--- src/rtl/irf_pkg.sv ---
/*
  irf_pkg: register map, field positions, reset values, source ids and
  carrier structs for the interrupt request flag block.
  assumes: byte addressing on a 32-bit AXI4-Lite bus, one register per word.
*/
package irf_pkg;

  // ------------------------------------------------------------------
  // register byte addresses
  // ------------------------------------------------------------------
  localparam logic [7:0] ADDR_TIMER_EXT_IRQ_CONTROL  = 8'h88;
  localparam logic [7:0] ADDR_IRQ_ENABLE_A  = 8'hA8;
  localparam logic [7:0] ADDR_IRQ_ENABLE_B  = 8'hB8;  // enable b sits where older cores kept priority
  localparam logic [7:0] ADDR_IRQ_REQUEST_FLAGS_B = 8'hC0;
  localparam logic [7:0] ADDR_TIMER2_CONTROL = 8'hC8;

  // reset values
  localparam logic [7:0] RST_TIMER_EXT_IRQ_CONTROL  = 8'h00;
  localparam logic [7:0] RST_IRQ_ENABLE_A  = 8'h00;
  localparam logic [7:0] RST_IRQ_ENABLE_B  = 8'h00;
  localparam logic [7:0] RST_IRQ_REQUEST_FLAGS_B = 8'h00;
  localparam logic [7:0] RST_TIMER2_CONTROL = 8'h00;
  localparam logic [7:0] RST_PINS  = 8'hFF;   // pins idle high

  // timer_ext_irq_control fields
  localparam int TC_IT0 = 0;
  localparam int TC_IE0 = 1;
  localparam int TC_IT1 = 2;
  localparam int TC_IE1 = 3;
  localparam int TC_TF0 = 5;
  localparam int TC_TF1 = 7;

  // irq_request_flags_b fields; ext irq k (2..6) sits at IR_EXT_IRQ_TWO_FLAG + k - 2
  localparam int IR_ADC  = 0;
  localparam int IR_EXT_IRQ_TWO_FLAG = 1;
  localparam int IR_TF2  = 6;
  localparam int IR_TIMER_TWO_RELOAD_FLAG = 7;

  // timer2_control fields
  localparam int T2_EXT_IRQ_TWO_EDGE_SEL = 5;
  localparam int T2_EXT_IRQ_THREE_EDGE_SEL = 6;

  // irq_enable_a fields
  localparam int E0_EX0 = 0;
  localparam int E0_ET0 = 1;
  localparam int E0_EX1 = 2;
  localparam int E0_ET1 = 3;
  localparam int E0_ES  = 4;
  localparam int E0_ET2 = 5;
  localparam int E0_EAL = 7;

  // irq_enable_b fields; enable k (2..6) sits at E1_EX2 + k - 2
  localparam int E1_EADC  = 0;
  localparam int E1_EX2   = 1;
  localparam int E1_TIMER_TWO_RELOAD_ENABLE = 7;

  // pin vector positions
  localparam int PIN_EXT_IRQ_PIN_ZERO = 0;
  localparam int PIN_EXT_IRQ_PIN_ONE = 1;
  localparam int PIN_EXT_IRQ_PIN_TWO = 2;
  localparam int PIN_EXT_IRQ_PIN_THREE = 3;
  localparam int PIN_INT4 = 4;
  localparam int PIN_TIMER_TWO_RELOAD_INPUT = 7;

  localparam logic [1:0] RESP_OKAY   = 2'h0;
  localparam logic [1:0] RESP_SLVERR = 2'h2;

  localparam int IRF_NSRC = 12;

  typedef enum logic [3:0] {
    IRF_SRC_EXT0, IRF_SRC_TMR0, IRF_SRC_EXT1, IRF_SRC_TMR1, IRF_SRC_SERIAL,
    IRF_SRC_TMR2, IRF_SRC_CONV, IRF_SRC_EXT2, IRF_SRC_EXT3, IRF_SRC_EXT4,
    IRF_SRC_EXT5, IRF_SRC_EXT6
  } irf_src_e;

  typedef enum logic [2:0] {
    IRF_SEL_NONE, IRF_SEL_TIMER_EXT_IRQ_CONTROL, IRF_SEL_IRQ_ENABLE_A, IRF_SEL_IRQ_ENABLE_B, IRF_SEL_IRQ_REQUEST_FLAGS_B, IRF_SEL_TIMER2_CONTROL
  } irf_sel_e;

  // external pins, ext_irq_pin_zero in bit 0, reload input in bit 7
  typedef struct packed {
    logic timer_two_reload_input;
    logic int6;
    logic int5;
    logic int4;
    logic ext_irq_pin_three;
    logic ext_irq_pin_two;
    logic ext_irq_pin_one;
    logic ext_irq_pin_zero;
  } irf_pins_s;

  // one-cycle event strobes from peripherals on aclk
  typedef struct packed {
    logic       tf0;
    logic       tf1;
    logic       tf2;
    logic       conv_done;
    logic       serial;
    logic [4:0] cmp;
  } irf_evt_s;

endpackage

--- src/rtl/irf_core.sv ---
/*
  irf_core: interrupt request flags, external edge/level detection, vector
  clears, individual and global enables, AXI4-Lite register slave.
  assumes: aclk is the machine-cycle clock, ce freezes everything but the serial request, peripheral
  strobes and the vector acknowledge are synchronous to aclk, pins are not.
*/
// The implementer's own choice: the AXI4-Lite interface to the registers.
`timescale 1ns/1ps

module irf_core
  import irf_pkg::*;
#(
  parameter int ADDR_W = 8
) (
  input  logic                        aclk,
  input  logic                        aresetn,
  input  logic                        ce,
  input  irf_pkg::irf_pins_s          pins,
  input  irf_pkg::irf_evt_s           evt,
  input  logic                        vec_ack,
  input  irf_pkg::irf_src_e           vec_id,
  output logic [irf_pkg::IRF_NSRC-1:0] irq_req,
  input  logic [ADDR_W-1:0]           awaddr,
  input  logic                        awvalid,
  output logic                        awready,
  input  logic [31:0]                 wdata,
  input  logic [3:0]                  wstrb,
  input  logic                        wvalid,
  output logic                        wready,
  output logic [1:0]                  bresp,
  output logic                        bvalid,
  input  logic                        bready,
  input  logic [ADDR_W-1:0]           araddr,
  input  logic                        arvalid,
  output logic                        arready,
  output logic [31:0]                 rdata,
  output logic [1:0]                  rresp,
  output logic                        rvalid,
  input  logic                        rready
);

  // ------------------------------------------------------------------
  // helpers
  // ------------------------------------------------------------------
  // flag update: hardware set wins over software write and vector clear
  function automatic logic upd(input logic cur, input logic set, input logic clr,
                               input logic we, input logic wb);
    upd = set | (we ? wb : (cur & ~clr));
  endfunction

  function automatic irf_sel_e dec(input logic [ADDR_W-1:0] a);
    if (a == ADDR_W'(ADDR_TIMER_EXT_IRQ_CONTROL)) begin
      dec = IRF_SEL_TIMER_EXT_IRQ_CONTROL;
    end else if (a == ADDR_W'(ADDR_IRQ_ENABLE_A)) begin
      dec = IRF_SEL_IRQ_ENABLE_A;
    end else if (a == ADDR_W'(ADDR_IRQ_ENABLE_B)) begin
      dec = IRF_SEL_IRQ_ENABLE_B;
    end else if (a == ADDR_W'(ADDR_IRQ_REQUEST_FLAGS_B)) begin
      dec = IRF_SEL_IRQ_REQUEST_FLAGS_B;
    end else if (a == ADDR_W'(ADDR_TIMER2_CONTROL)) begin
      dec = IRF_SEL_TIMER2_CONTROL;
    end else begin
      dec = IRF_SEL_NONE;
    end
  endfunction

  function automatic logic vclr(input logic ack, input irf_src_e id, input irf_src_e s);
    vclr = ack && (id == s);
  endfunction

  // ------------------------------------------------------------------
  // pin synchroniser and edge detection
  // ------------------------------------------------------------------
  logic [7:0] pin_s1_ff;
  logic [7:0] pin_s2_ff;
  logic [7:0] pin_prev_ff;
  logic [7:0] p_fall;
  logic [7:0] p_rise;

  // two flops against metastability, third holds last cycle's sample
  always_ff @(posedge aclk) begin
    if (!aresetn) begin
      pin_s1_ff   <= RST_PINS;
      pin_s2_ff   <= RST_PINS;
      pin_prev_ff <= RST_PINS;
    end else if (ce) begin
      pin_s1_ff   <= pins;
      pin_s2_ff   <= pin_s1_ff;
      pin_prev_ff <= pin_s2_ff;
    end
  end

  // one request per edge: sample now against sample one cycle ago
  assign p_fall = pin_prev_ff & ~pin_s2_ff;
  assign p_rise = ~pin_prev_ff & pin_s2_ff;

  // ------------------------------------------------------------------
  // AXI4-Lite write channel
  // ------------------------------------------------------------------
  logic              aw_ff;
  logic              w_ff;
  logic [ADDR_W-1:0] awaddr_ff;
  logic [7:0]        wbyte_ff;
  logic              wlane_ff;
  logic              bvalid_ff;
  logic [1:0]        bresp_ff;
  logic              wr_go;
  irf_sel_e          wsel;

  // address and data taken in either order, one write in flight
  assign awready = ce & ~aw_ff & ~bvalid_ff;
  assign wready  = ce & ~w_ff & ~bvalid_ff;
  assign wr_go   = aw_ff & w_ff & ~bvalid_ff;
  assign wsel    = dec(awaddr_ff);
  assign bvalid  = bvalid_ff;
  assign bresp   = bresp_ff;

  always_ff @(posedge aclk) begin
    if (!aresetn) begin
      aw_ff     <= 1'b0;
      w_ff      <= 1'b0;
      awaddr_ff <= '0;
      wbyte_ff  <= 8'h00;
      wlane_ff  <= 1'b0;
      bvalid_ff <= 1'b0;
      bresp_ff  <= RESP_OKAY;
    end else if (ce) begin
      if (awvalid && awready) begin
        aw_ff     <= 1'b1;
        awaddr_ff <= awaddr;
      end
      if (wvalid && wready) begin
        w_ff     <= 1'b1;
        wbyte_ff <= wdata[7:0];
        wlane_ff <= wstrb[0];  // only byte lane 0 carries register bits
      end
      if (wr_go) begin
        aw_ff     <= 1'b0;
        w_ff      <= 1'b0;
        bvalid_ff <= 1'b1;
        bresp_ff  <= (wsel == IRF_SEL_NONE) ? RESP_SLVERR : RESP_OKAY;
      end else if (bvalid_ff && bready) begin
        bvalid_ff <= 1'b0;
      end
    end
  end

  logic we_timer_ext_irq_control;
  logic we_irq_request_flags_b;
  logic we_timer2_control;
  logic we_irq_enable_a;
  logic we_irq_enable_b;

  assign we_timer_ext_irq_control  = wr_go & wlane_ff & (wsel == IRF_SEL_TIMER_EXT_IRQ_CONTROL);
  assign we_irq_request_flags_b = wr_go & wlane_ff & (wsel == IRF_SEL_IRQ_REQUEST_FLAGS_B);
  assign we_timer2_control = wr_go & wlane_ff & (wsel == IRF_SEL_TIMER2_CONTROL);
  assign we_irq_enable_a  = wr_go & wlane_ff & (wsel == IRF_SEL_IRQ_ENABLE_A);
  assign we_irq_enable_b  = wr_go & wlane_ff & (wsel == IRF_SEL_IRQ_ENABLE_B);

  // ------------------------------------------------------------------
  // control and enable registers
  // ------------------------------------------------------------------
  logic [7:0] timer2_control_ff;
  logic [7:0] irq_enable_a_ff;
  logic [7:0] irq_enable_b_ff;

  always_ff @(posedge aclk) begin
    if (!aresetn) begin
      timer2_control_ff <= RST_TIMER2_CONTROL;
      irq_enable_a_ff  <= RST_IRQ_ENABLE_A;
      irq_enable_b_ff  <= RST_IRQ_ENABLE_B;
    end else if (ce) begin
      if (we_timer2_control) timer2_control_ff <= wbyte_ff;
      if (we_irq_enable_a) irq_enable_a_ff <= wbyte_ff;
      if (we_irq_enable_b) irq_enable_b_ff <= wbyte_ff;
    end
  end

  // ------------------------------------------------------------------
  // timer_ext_irq_control flags
  // ------------------------------------------------------------------
  logic [7:0] timer_ext_irq_control_ff;
  logic [7:0] nxt_timer_ext_irq_control;
  logic       edge0;
  logic       edge1;

  assign edge0 = timer_ext_irq_control_ff[TC_IT0] & p_fall[PIN_EXT_IRQ_PIN_ZERO];
  assign edge1 = timer_ext_irq_control_ff[TC_IT1] & p_fall[PIN_EXT_IRQ_PIN_ONE];

  // run bits are plain storage; level mode ignores software and follows the pin
  // the type bit being written decides, so a write that selects edge mode and
  // sets the flag in one go raises the request as software intended
  always_comb begin
    nxt_timer_ext_irq_control = we_timer_ext_irq_control ? wbyte_ff : timer_ext_irq_control_ff;
    nxt_timer_ext_irq_control[TC_IE0] = nxt_timer_ext_irq_control[TC_IT0] ?
      upd(timer_ext_irq_control_ff[TC_IE0], edge0, vclr(vec_ack, vec_id, IRF_SRC_EXT0),
          we_timer_ext_irq_control, wbyte_ff[TC_IE0]) : ~pin_s2_ff[PIN_EXT_IRQ_PIN_ZERO];
    nxt_timer_ext_irq_control[TC_IE1] = nxt_timer_ext_irq_control[TC_IT1] ?
      upd(timer_ext_irq_control_ff[TC_IE1], edge1, vclr(vec_ack, vec_id, IRF_SRC_EXT1),
          we_timer_ext_irq_control, wbyte_ff[TC_IE1]) : ~pin_s2_ff[PIN_EXT_IRQ_PIN_ONE];
    nxt_timer_ext_irq_control[TC_TF0] = upd(timer_ext_irq_control_ff[TC_TF0], evt.tf0,
                           vclr(vec_ack, vec_id, IRF_SRC_TMR0), we_timer_ext_irq_control, wbyte_ff[TC_TF0]);
    nxt_timer_ext_irq_control[TC_TF1] = upd(timer_ext_irq_control_ff[TC_TF1], evt.tf1,
                           vclr(vec_ack, vec_id, IRF_SRC_TMR1), we_timer_ext_irq_control, wbyte_ff[TC_TF1]);
  end

  always_ff @(posedge aclk) begin
    if (!aresetn) begin
      timer_ext_irq_control_ff <= RST_TIMER_EXT_IRQ_CONTROL;
    end else if (ce) begin
      timer_ext_irq_control_ff <= nxt_timer_ext_irq_control;
    end
  end

  // ------------------------------------------------------------------
  // irq_request_flags_b flags
  // ------------------------------------------------------------------
  logic [7:0] irq_request_flags_b_ff;
  logic [7:0] nxt_irq_request_flags_b;
  logic       set2;
  logic       set3;

  // selectable edge on ext irq 2/3, compare channels join in regardless of mode
  assign set2 = (timer2_control_ff[T2_EXT_IRQ_TWO_EDGE_SEL] ? p_rise[PIN_EXT_IRQ_PIN_TWO] : p_fall[PIN_EXT_IRQ_PIN_TWO])
                | evt.cmp[4];
  assign set3 = (timer2_control_ff[T2_EXT_IRQ_THREE_EDGE_SEL] ? p_rise[PIN_EXT_IRQ_PIN_THREE] : p_fall[PIN_EXT_IRQ_PIN_THREE])
                | evt.cmp[0];

  always_comb begin
    nxt_irq_request_flags_b = irq_request_flags_b_ff;
    // conversion strobe arrives ahead of the result; one cycle to the flag
    nxt_irq_request_flags_b[IR_ADC] = upd(irq_request_flags_b_ff[IR_ADC], evt.conv_done, 1'b0,
                            we_irq_request_flags_b, wbyte_ff[IR_ADC]);
    nxt_irq_request_flags_b[IR_EXT_IRQ_TWO_FLAG] = upd(irq_request_flags_b_ff[IR_EXT_IRQ_TWO_FLAG], set2,
                             vclr(vec_ack, vec_id, IRF_SRC_EXT2), we_irq_request_flags_b, wbyte_ff[IR_EXT_IRQ_TWO_FLAG]);
    nxt_irq_request_flags_b[IR_EXT_IRQ_TWO_FLAG+1] = upd(irq_request_flags_b_ff[IR_EXT_IRQ_TWO_FLAG+1], set3,
                               vclr(vec_ack, vec_id, IRF_SRC_EXT3), we_irq_request_flags_b,
                               wbyte_ff[IR_EXT_IRQ_TWO_FLAG+1]);
    for (int k = 0; k < 3; k++) begin
      nxt_irq_request_flags_b[IR_EXT_IRQ_TWO_FLAG+2+k] = upd(irq_request_flags_b_ff[IR_EXT_IRQ_TWO_FLAG+2+k],
                                   p_rise[PIN_INT4+k] | evt.cmp[1+k],
                                   vclr(vec_ack, vec_id, irf_src_e'(4'(IRF_SRC_EXT4) + 4'(k))),
                                   we_irq_request_flags_b, wbyte_ff[IR_EXT_IRQ_TWO_FLAG+2+k]);
    end
    nxt_irq_request_flags_b[IR_TF2] = upd(irq_request_flags_b_ff[IR_TF2], evt.tf2, 1'b0,
                            we_irq_request_flags_b, wbyte_ff[IR_TF2]);
    nxt_irq_request_flags_b[IR_TIMER_TWO_RELOAD_FLAG] = upd(irq_request_flags_b_ff[IR_TIMER_TWO_RELOAD_FLAG],
                             irq_enable_b_ff[E1_TIMER_TWO_RELOAD_ENABLE] & p_fall[PIN_TIMER_TWO_RELOAD_INPUT], 1'b0,
                             we_irq_request_flags_b, wbyte_ff[IR_TIMER_TWO_RELOAD_FLAG]);
  end

  always_ff @(posedge aclk) begin
    if (!aresetn) begin
      irq_request_flags_b_ff <= RST_IRQ_REQUEST_FLAGS_B;
    end else if (ce) begin
      irq_request_flags_b_ff <= nxt_irq_request_flags_b;
    end
  end

  // ------------------------------------------------------------------
  // gated requests toward the vectoring logic
  // ------------------------------------------------------------------
  // global bit masks everything, flags keep collecting meanwhile
  always_comb begin
    irq_req = '0;
    irq_req[IRF_SRC_EXT0]   = timer_ext_irq_control_ff[TC_IE0] & irq_enable_a_ff[E0_EX0];
    irq_req[IRF_SRC_TMR0]   = timer_ext_irq_control_ff[TC_TF0] & irq_enable_a_ff[E0_ET0];
    irq_req[IRF_SRC_EXT1]   = timer_ext_irq_control_ff[TC_IE1] & irq_enable_a_ff[E0_EX1];
    irq_req[IRF_SRC_TMR1]   = timer_ext_irq_control_ff[TC_TF1] & irq_enable_a_ff[E0_ET1];
    irq_req[IRF_SRC_SERIAL] = evt.serial & irq_enable_a_ff[E0_ES];
    irq_req[IRF_SRC_TMR2]   = (irq_request_flags_b_ff[IR_TF2] | irq_request_flags_b_ff[IR_TIMER_TWO_RELOAD_FLAG]) & irq_enable_a_ff[E0_ET2];
    irq_req[IRF_SRC_CONV]   = irq_request_flags_b_ff[IR_ADC] & irq_enable_b_ff[E1_EADC];
    for (int k = 0; k < 5; k++) begin
      irq_req[4'(IRF_SRC_EXT2) + 4'(k)] = irq_request_flags_b_ff[IR_EXT_IRQ_TWO_FLAG+k] & irq_enable_b_ff[E1_EX2+k];
    end
    if (!irq_enable_a_ff[E0_EAL]) irq_req = '0;
  end

  // ------------------------------------------------------------------
  // AXI4-Lite read channel
  // ------------------------------------------------------------------
  logic        rvalid_ff;
  logic [31:0] rdata_ff;
  logic [1:0]  rresp_ff;
  logic [7:0]  rd_byte;
  irf_sel_e    rsel;

  assign arready = ce & ~rvalid_ff;
  assign rvalid  = rvalid_ff;
  assign rdata   = rdata_ff;
  assign rresp   = rresp_ff;
  assign rsel    = dec(araddr);

  always_comb begin
    case (rsel)
      IRF_SEL_TIMER_EXT_IRQ_CONTROL:  rd_byte = timer_ext_irq_control_ff;
      IRF_SEL_IRQ_ENABLE_A:  rd_byte = irq_enable_a_ff;
      IRF_SEL_IRQ_ENABLE_B:  rd_byte = irq_enable_b_ff;
      IRF_SEL_IRQ_REQUEST_FLAGS_B: rd_byte = irq_request_flags_b_ff;
      IRF_SEL_TIMER2_CONTROL: rd_byte = timer2_control_ff;
      default:       rd_byte = 8'h00;
    endcase
  end

  // unmapped reads answer zero with slverr
  always_ff @(posedge aclk) begin
    if (!aresetn) begin
      rvalid_ff <= 1'b0;
      rdata_ff  <= 32'h0000_0000;
      rresp_ff  <= RESP_OKAY;
    end else if (ce) begin
      if (arvalid && arready) begin
        rvalid_ff <= 1'b1;
        rdata_ff  <= {24'h00_0000, rd_byte};
        rresp_ff  <= (rsel == IRF_SEL_NONE) ? RESP_SLVERR : RESP_OKAY;
      end else if (rvalid_ff && rready) begin
        rvalid_ff <= 1'b0;
      end
    end
  end
endmodule

--- config.mk ---
export PLATFORM = sky130hd
export DESIGN_NAME = irf_core
export DESIGN_NICKNAME = d
export VERILOG_FILES = /design/src/rtl/irf_pkg.sv /design/src/rtl/irf_core.sv
export SDC_FILE = /design/constraint.sdc
export NUM_CORES = 1
export LEC_CHECK = 0
export BUFFER_PORTS_ARGS = -buffer_cell sky130_fd_sc_hd__buf_4
export CORE_MARGIN = 3
export CORE_UTILIZATION = 35
export DETAILED_ROUTE_END_ITERATION = 10
export PLACE_DENSITY = 0.69
export REMOVE_ABC_BUFFERS = 1
export SLEW_MARGIN = 20
export SYNTH_ARGS = -nofsm -noshare
export SYNTH_HDL_FRONTEND = slang
export SYNTH_SLANG_ARGS = --single-unit
--- constraint.sdc ---
create_clock -name aclk -period 2.06 [get_ports aclk]
set_clock_uncertainty 0.1 [all_clocks]
set_input_delay 0.103 -clock aclk [delete_from_list [all_inputs] [get_ports aclk]]
set_output_delay 0.103 -clock aclk [all_outputs]
set_load 0.01 [all_outputs]
# After elaboration in Yosys (flattened, before gate mapping)
# Cells that the tools add are included.
# Widths: inputs -> output; s select.
[totals]
in_bits = 83
latchBits = 0
rom_bits = 0
regBits = 97
elab_cells = 193
ram_bits = 0
memories = 0
[op_classes]
shift = 0
magnitude_cmp = 0
mul = 0
div_mod_pow = 0
reduce_logical = 33
bitwise_logic = 74
eq_ne = 28
mux = 39
addsub = 0
[op_table]
columns = ["op", "n"]
rows = [
  ["$eq 8x8->1 const B", 10],
  ["$pmux 8 s5", 1],
  ["$and 1x1->1", 37],
  ["$mux 3", 11],
  ["$mux 1", 24],
  ["$reduce_and 2->1", 12],
  ["$or 1x1->1", 18],
  ["$eq 4x4->1 const B", 4],
  ["$not 1->1", 15],
  ["$logic_and 1x1->1", 14],
  ["$eq 3x2->1 const B", 4],
  ["$eq 3x3->1 const B", 4],
  ["$mux 12", 1],
  ["$and 8x8->8", 1],
  ["$eq 4x2->1 const B", 2],
  ["$not 8->8", 1],
  ["$reduce_bool 2->1", 4],
  ["$and 7x7->7", 1],
  ["$not 7->7", 1],
  ["$eq 3x1->1 const B", 2],
  ["$logic_not 3->1", 2],
  ["$eq 4x1->1 const B", 1],
  ["$eq 4x3->1 const B", 1],
  ["$logic_not 4->1", 1],
  ["$mux 2", 2],
]

# Logic depth before layout (Yosys ltp)
[depth]
word_depth = 11
mapped_depth = 6
ltp_nobuf = 4

# Least setup slack after synthesis
# Ideal clock, no wire load.
[synth_path]
path_kind = "flip-flop to flip-flop"
from = "register bvalid_ff, in the netlist bvalid"
to = "register irq_request_flags_b_ff[6]"
stages_incl_launch_ff = 7
setup_time_ps = 86
path_slack_ps = 405
arrival_time_ps = 1469
path_buffers = 2
synth_period_minus_slack_ps = 1655
path_cell_list = "dfxtp_1 and4b_1 buf_2 and3_1 buf_2 and2_1 a221oi_2"
[synth_between]
elab_chain_cells = 6
[synth_lines]
columns = ["item", "line_no", "rtl"]
rows = [
  ["start: declaration", "irf_core.sv:105", "logic bvalid_ff;"],
  ["start signal: assignment", "irf_core.sv:125", "bvalid_ff <= 1'b0;"],
  ["start signal: assignment", "irf_core.sv:140", "bvalid_ff <= 1'b1;"],
  ["start signal: assignment", "irf_core.sv:143", "bvalid_ff <= 1'b0;"],
  ["$not 1->1", "irf_core.sv:113", "assign wr_go = aw_ff & w_ff & ~bvalid_ff;"],
  ["$and 1x1->1", "irf_core.sv:113", ""],
  ["$and 1x1->1 (2 in a row)", "irf_core.sv:155", "assign we_irq_request_flags_b = wr_go & wlane_ff & (wsel == IRF_SEL_IRQ_REQUEST_FLAGS_B);"],
  ["$mux 1", "irf_core.sv:48", "upd = set | (we ? wb : (cur & ~clr));"],
  ["$or 1x1->1", "irf_core.sv:48", ""],
  ["end signal: assignment", "irf_core.sv:256", "irq_request_flags_b_ff <= nxt_irq_request_flags_b;"],
  ["end: declaration", "irf_core.sv:218", "logic [7:0] irq_request_flags_b_ff;"],
]
# Every way passes these cells.
# A chain may end at the register's enable or synchronous reset.

# Worst setup path after layout
[layout_path]
from = "register awaddr_ff[6]"
to = "register irq_request_flags_b_ff[2]"
[layout_between]
elab_chain_cells = 10
elab_cells_between_ends = 14
classes_between = "eq/ne (6); mux (6); bitwise (2)"
[layout_lines]
columns = ["item", "line_no", "rtl"]
rows = [
  ["start: declaration", "irf_core.sv:102", "logic [ADDR_W-1:0] awaddr_ff;"],
  ["start signal: assignment", "irf_core.sv:130", "awaddr_ff <= awaddr;"],
  ["$eq 8x8->1", "irf_core.sv:60", "end else if (a == ADDR_W'(ADDR_TIMER2_CONTROL)) begin"],
  ["$mux 3", "irf_core.sv:60", ""],
  ["$mux 3", "irf_core.sv:58", "end else if (a == ADDR_W'(ADDR_IRQ_REQUEST_FLAGS_B)) begin"],
  ["$mux 3", "irf_core.sv:56", "end else if (a == ADDR_W'(ADDR_IRQ_ENABLE_B)) begin"],
  ["$mux 3", "irf_core.sv:54", "end else if (a == ADDR_W'(ADDR_IRQ_ENABLE_A)) begin"],
  ["$mux 3 *", "irf_core.sv:52", "if (a == ADDR_W'(ADDR_TIMER_EXT_IRQ_CONTROL)) begin"],
  ["$eq 3x3->1 *", "irf_core.sv:155", ""],
  ["$and 1x1->1 *", "irf_core.sv:155", ""],
  ["$mux 1 *", "irf_core.sv:48", ""],
  ["$or 1x1->1 *", "irf_core.sv:48", ""],
]
# Every way passes the cells marked *; elsewhere a longest branch is shown, timed or not.

==> summary.log <==
qor: placement.post-dp-hpwl 9010 um
qor: finish.final_nets 729
qor: detailed_routing.post_route_drc 0
qor: detailed_routing.avgRoutedWirePerCell 15.3 um
qor: synthesis.async_reset_ff_share 0%
qor: power_and_ir_drop.power_report.internal_total 3.07 mW
qor: clock_tree.cts_tree yes
qor: power_and_ir_drop.power 4.11 mW
qor: critical_path.cp.arrival 2.07 ns
qor: timing.post-route-min-period 1.89 ns
qor: die.core 12700 um^2
qor: die.dieArea 14500 um^2
qor: finish.final_design_area_no_fill 5970 um^2
qor: die.num_rows 41
qor: power_and_ir_drop.clock_power_share 41.1%
qor: synthesis.synth-edff-count 0
qor: clock_tree.tritoncts_num_sinks 95
qor: placement.place_area 5300 um^2
qor: finish.fin_util 46.9%
qor: timing.slew_viol_final 0
qor: clock_tree.cts.repair_timing.setup_buffer_count 0
qor: power_and_ir_drop.power_switching_share 25.3%
qor: global_route.wire_length_of_the_first_global_routing_pass 20100 um
qor: timing.timing.slew.headroom 43.8%
qor: timing.fin_crit_sh 92.0%
qor: synthesis.synth-seq-area-share 41.6%
qor: clock_tree.cts_buffers 9
qor: finish.fillerInstances 1238
qor: timing.maxClockFrequency 528 MHz
qor: critical_path.critical_path.startpoint_type register
qor: flow_run.cap_violations 0
qor: clock_tree.total_of_hold_buffers_inserted_after_clock_tree_synthesis 38
qor: critical_path.path_class register to register
qor: detailed_routing.number_of_optimization_iterations_in_the_first_detailed_route_pass 5
qor: global_route.grt_overflow_total 0
qor: timing.rsz0062_at_grt false
qor: clock_tree.clock_tree.root_cell clkbuf_16
qor: timing.transition_time_at_the_pin_with_the_least_slew_margin 0.843 ns
qor: global_route.grt_pass1_vias 4027
qor: finish.post_layout_nonfiller_instances 823
qor: power_and_ir_drop.total_switching_power 1.04 mW
qor: die.die_width 120 um
qor: clock_tree.cts-root-to-sink-buffers 2
qor: die.die_height 120 um
qor: clock_tree.cts.htree.levels 3
qor: placement.globalplace.congestion 0.818
qor: finish.n_antenna_cell 0
qor: synthesis.post_synth_num_cell_types 47
qor: clock_tree.clk_latency 0.35 ns
qor: timing.timing_hold_violations_final 0
qor: detailed_routing.antenna_left 0
qor: power_and_ir_drop.power.static_leakage 2.46 nW
qor: finish.ff_latch_area 1900 um^2
qor: power_and_ir_drop.p_comb_share 11.4%
qor: hold_path.hold_path.class input pin to register
qor: synthesis.synth_seq_cells 95
qor: placement.numPortBuffers 82
qor: timing.setup_viol 0
qor: power_and_ir_drop.worst_ir_drop_vdd 0.370 mV
qor: placement.placed_cells_incl_taps 769
qor: critical_path.crit_path_end_kind register
qor: clock_tree.number_of_instances_resized_during_post_cts_repair 0
qor: detailed_routing.num_vias 4205
qor: synthesis.post_synth.cell_area_avg 8.59 um^2
qor: detailed_routing.vias_per_cell 5.11
qor: finish.areaGrowthSynthToFinish 30.5%
qor: detailed_routing.wirelength 12600 um
qor: die.initial_utilization 36.0%
qor: synthesis.ys_warn_count 0
qor: critical_path.cp_data_required_time 2.23 ns
qor: detailed_routing.drt_iter0_markers 373
qor: clock_tree.clk_pin_slew_worst_paths 0.07 ns
qor: power_and_ir_drop.cellPowerDensity 688 nW/um^2
qor: outcome.run_status completed
qor: synthesis.synth_area 4580 um^2
qor: critical_path.critical_path.max_fanout 7
qor: synthesis.ys_dominant_reg_cell dfxtp_1
qor: die.ioPinCount 136
qor: power_and_ir_drop.seq_power_share 47.6%
qor: synthesis.synthCells 533
qor: finish.multi_input_comb_area 2390 um^2
qor: timing.setup_tns 0 ns
qor: global_route.grt_start_max_net_pins 59
qor: global_route.aggregate_global_route_resource_usage 17.4%
qor: global_route.antenna_found_initial 0
qor: finish.post_route_cells_drive_above_1_share 18.9%
metal layers:
metal	track usage, %	wire [um]	share of wire [%]
met1	22.7	5400	43
met2	28.6	5960	47
met3	4.35	1010	8.0
met4	5.38	199	1.6
met5	0	0	0
final cells by class:
type	count	share of cell area, %
clock buffer	10	3.83
clock inverter	6	1.11
inverter	13	0.817
multi-input combinational	392	40.0
sequential	95	31.8
tap	172	3.60
timing repair buffer	135	18.8
placed cells by master (no fill, tap or decap), types with 3 or more instances in the layout:
cell type        n
nand2_1        109
buf_4           96
dfxtp_1         95
mux2i_1         47
dlygate4sd3_1   38
a21oi_1         37
nor2_1          33
conb_1          26
a22oi_1         16
and3_1          13
inv_1           13
o211ai_1        13
o21ai_0         12
clkbuf_16        9
nand3_1          8
a22o_1           8
nor3b_1          7
nor2b_1          6
o311ai_0         5
and2_1           4
nand2b_1         4
a41oi_1          4
and4b_1          3
nand4_1          3
nor4b_1          3
a221oi_2         3
o2111ai_1        3
a31oi_1          3
metrics by stage:
step	worst slack, ns	hold WS [ns]
after CTS	0.137	0.0533
after global placement	0.200	0.219
final	0.165	0.0593
after detailed placement	0.140	0.226
after floorplan	-0.130	0.0649
after global routing	0.00916	0.0787
flip-flops by register name (all words and copies together), names as in the netlist, 8 cells and up:
name and flops:
awaddr_ff 8, irq_enable_a_ff 8, irq_enable_b_ff 8, irq_request_flags_b_ff 8
pin_prev_ff 8, pin_s1_ff 8, pin_s2_ff 8, rdata 8
timer2_control_ff 8, timer_ext_irq_control_ff 8, wbyte_ff 8
Yosys cell counts, types with 3 or more instances:
cell type  instances  area share [%]
a21oi_1           37             4.0
a221oi_2           3            0.98
a22o_1             8             1.5
a22oi_1           16             2.6
a31oi_1            3            0.41
a41oi_1            4            0.77
and2_1             4            0.55
and3_1            13             1.8
and4b_1            3            0.66
buf_2              8            0.87
buf_4             27             4.4
clkbuf_1          20             1.6
dfxtp_1           95              42
inv_1             13             1.1
mux2i_1           47              10
nand2_1          109             8.9
nand2b_1           4            0.55
nand3_1            8            0.87
nand4_1            3            0.41
nor2_1            33             2.7
nor2b_1            6            0.82
nor3b_1            7             1.1
nor4b_1            3            0.57
nor4bb_1           3            0.66
o2111ai_1          3            0.57
o211ai_1          13             2.1
o21ai_0           12             1.3
o311ai_0           5            0.96
power by group through the flow:
stage	Sequential, mW	Clock (mW)	Combinational, mW
2_1_floorplan	1.98	0	0.191
3_3_place_gp	1.99	0	0.397
3_5_place_dp	1.99	0	0.407
4_1_cts	1.95	1.71	0.464
5_1_grt	1.96	1.79	0.515
6_report	1.95	1.69	0.467
cell families after synthesis:
family | share of synthesized area [%]
compound gates | 16.8
buf+inv | 8.42
flops | 41.6
mux | 10.5
other cells | 0.0819
simple gates | 22.7
worst max-delay path, stage by stage, from the launching register on:
cell and delay [ns]:
dfxtp_1 0.47, nor4b_1 0.40, and3_1 0.39, buf_4 0.19, nand2_1 0.05, a41oi_1 0.21
worst paths after layout:
check,start,end,slack (ns),cells after the start
setup / recovery,awaddr_ff[6]$_SDFFE_PN0P_,irq_request_flags_b_ff[2]$_SDFFE_PN0P_,0.17,5
hold / removal,araddr[6],rresp[1]$_SDFFE_PN0P_,0.06,4
hold reg to reg,timer_ext_irq_control_ff[6]$_SDFFE_PN0P_,timer_ext_irq_control_ff[6]$_SDFFE_PN0P_,0.36,2
setup reg to reg,awaddr_ff[6]$_SDFFE_PN0P_,irq_request_flags_b_ff[2]$_SDFFE_PN0P_,0.17,5
No activity file was read; power rests on OpenSTA's default activity.
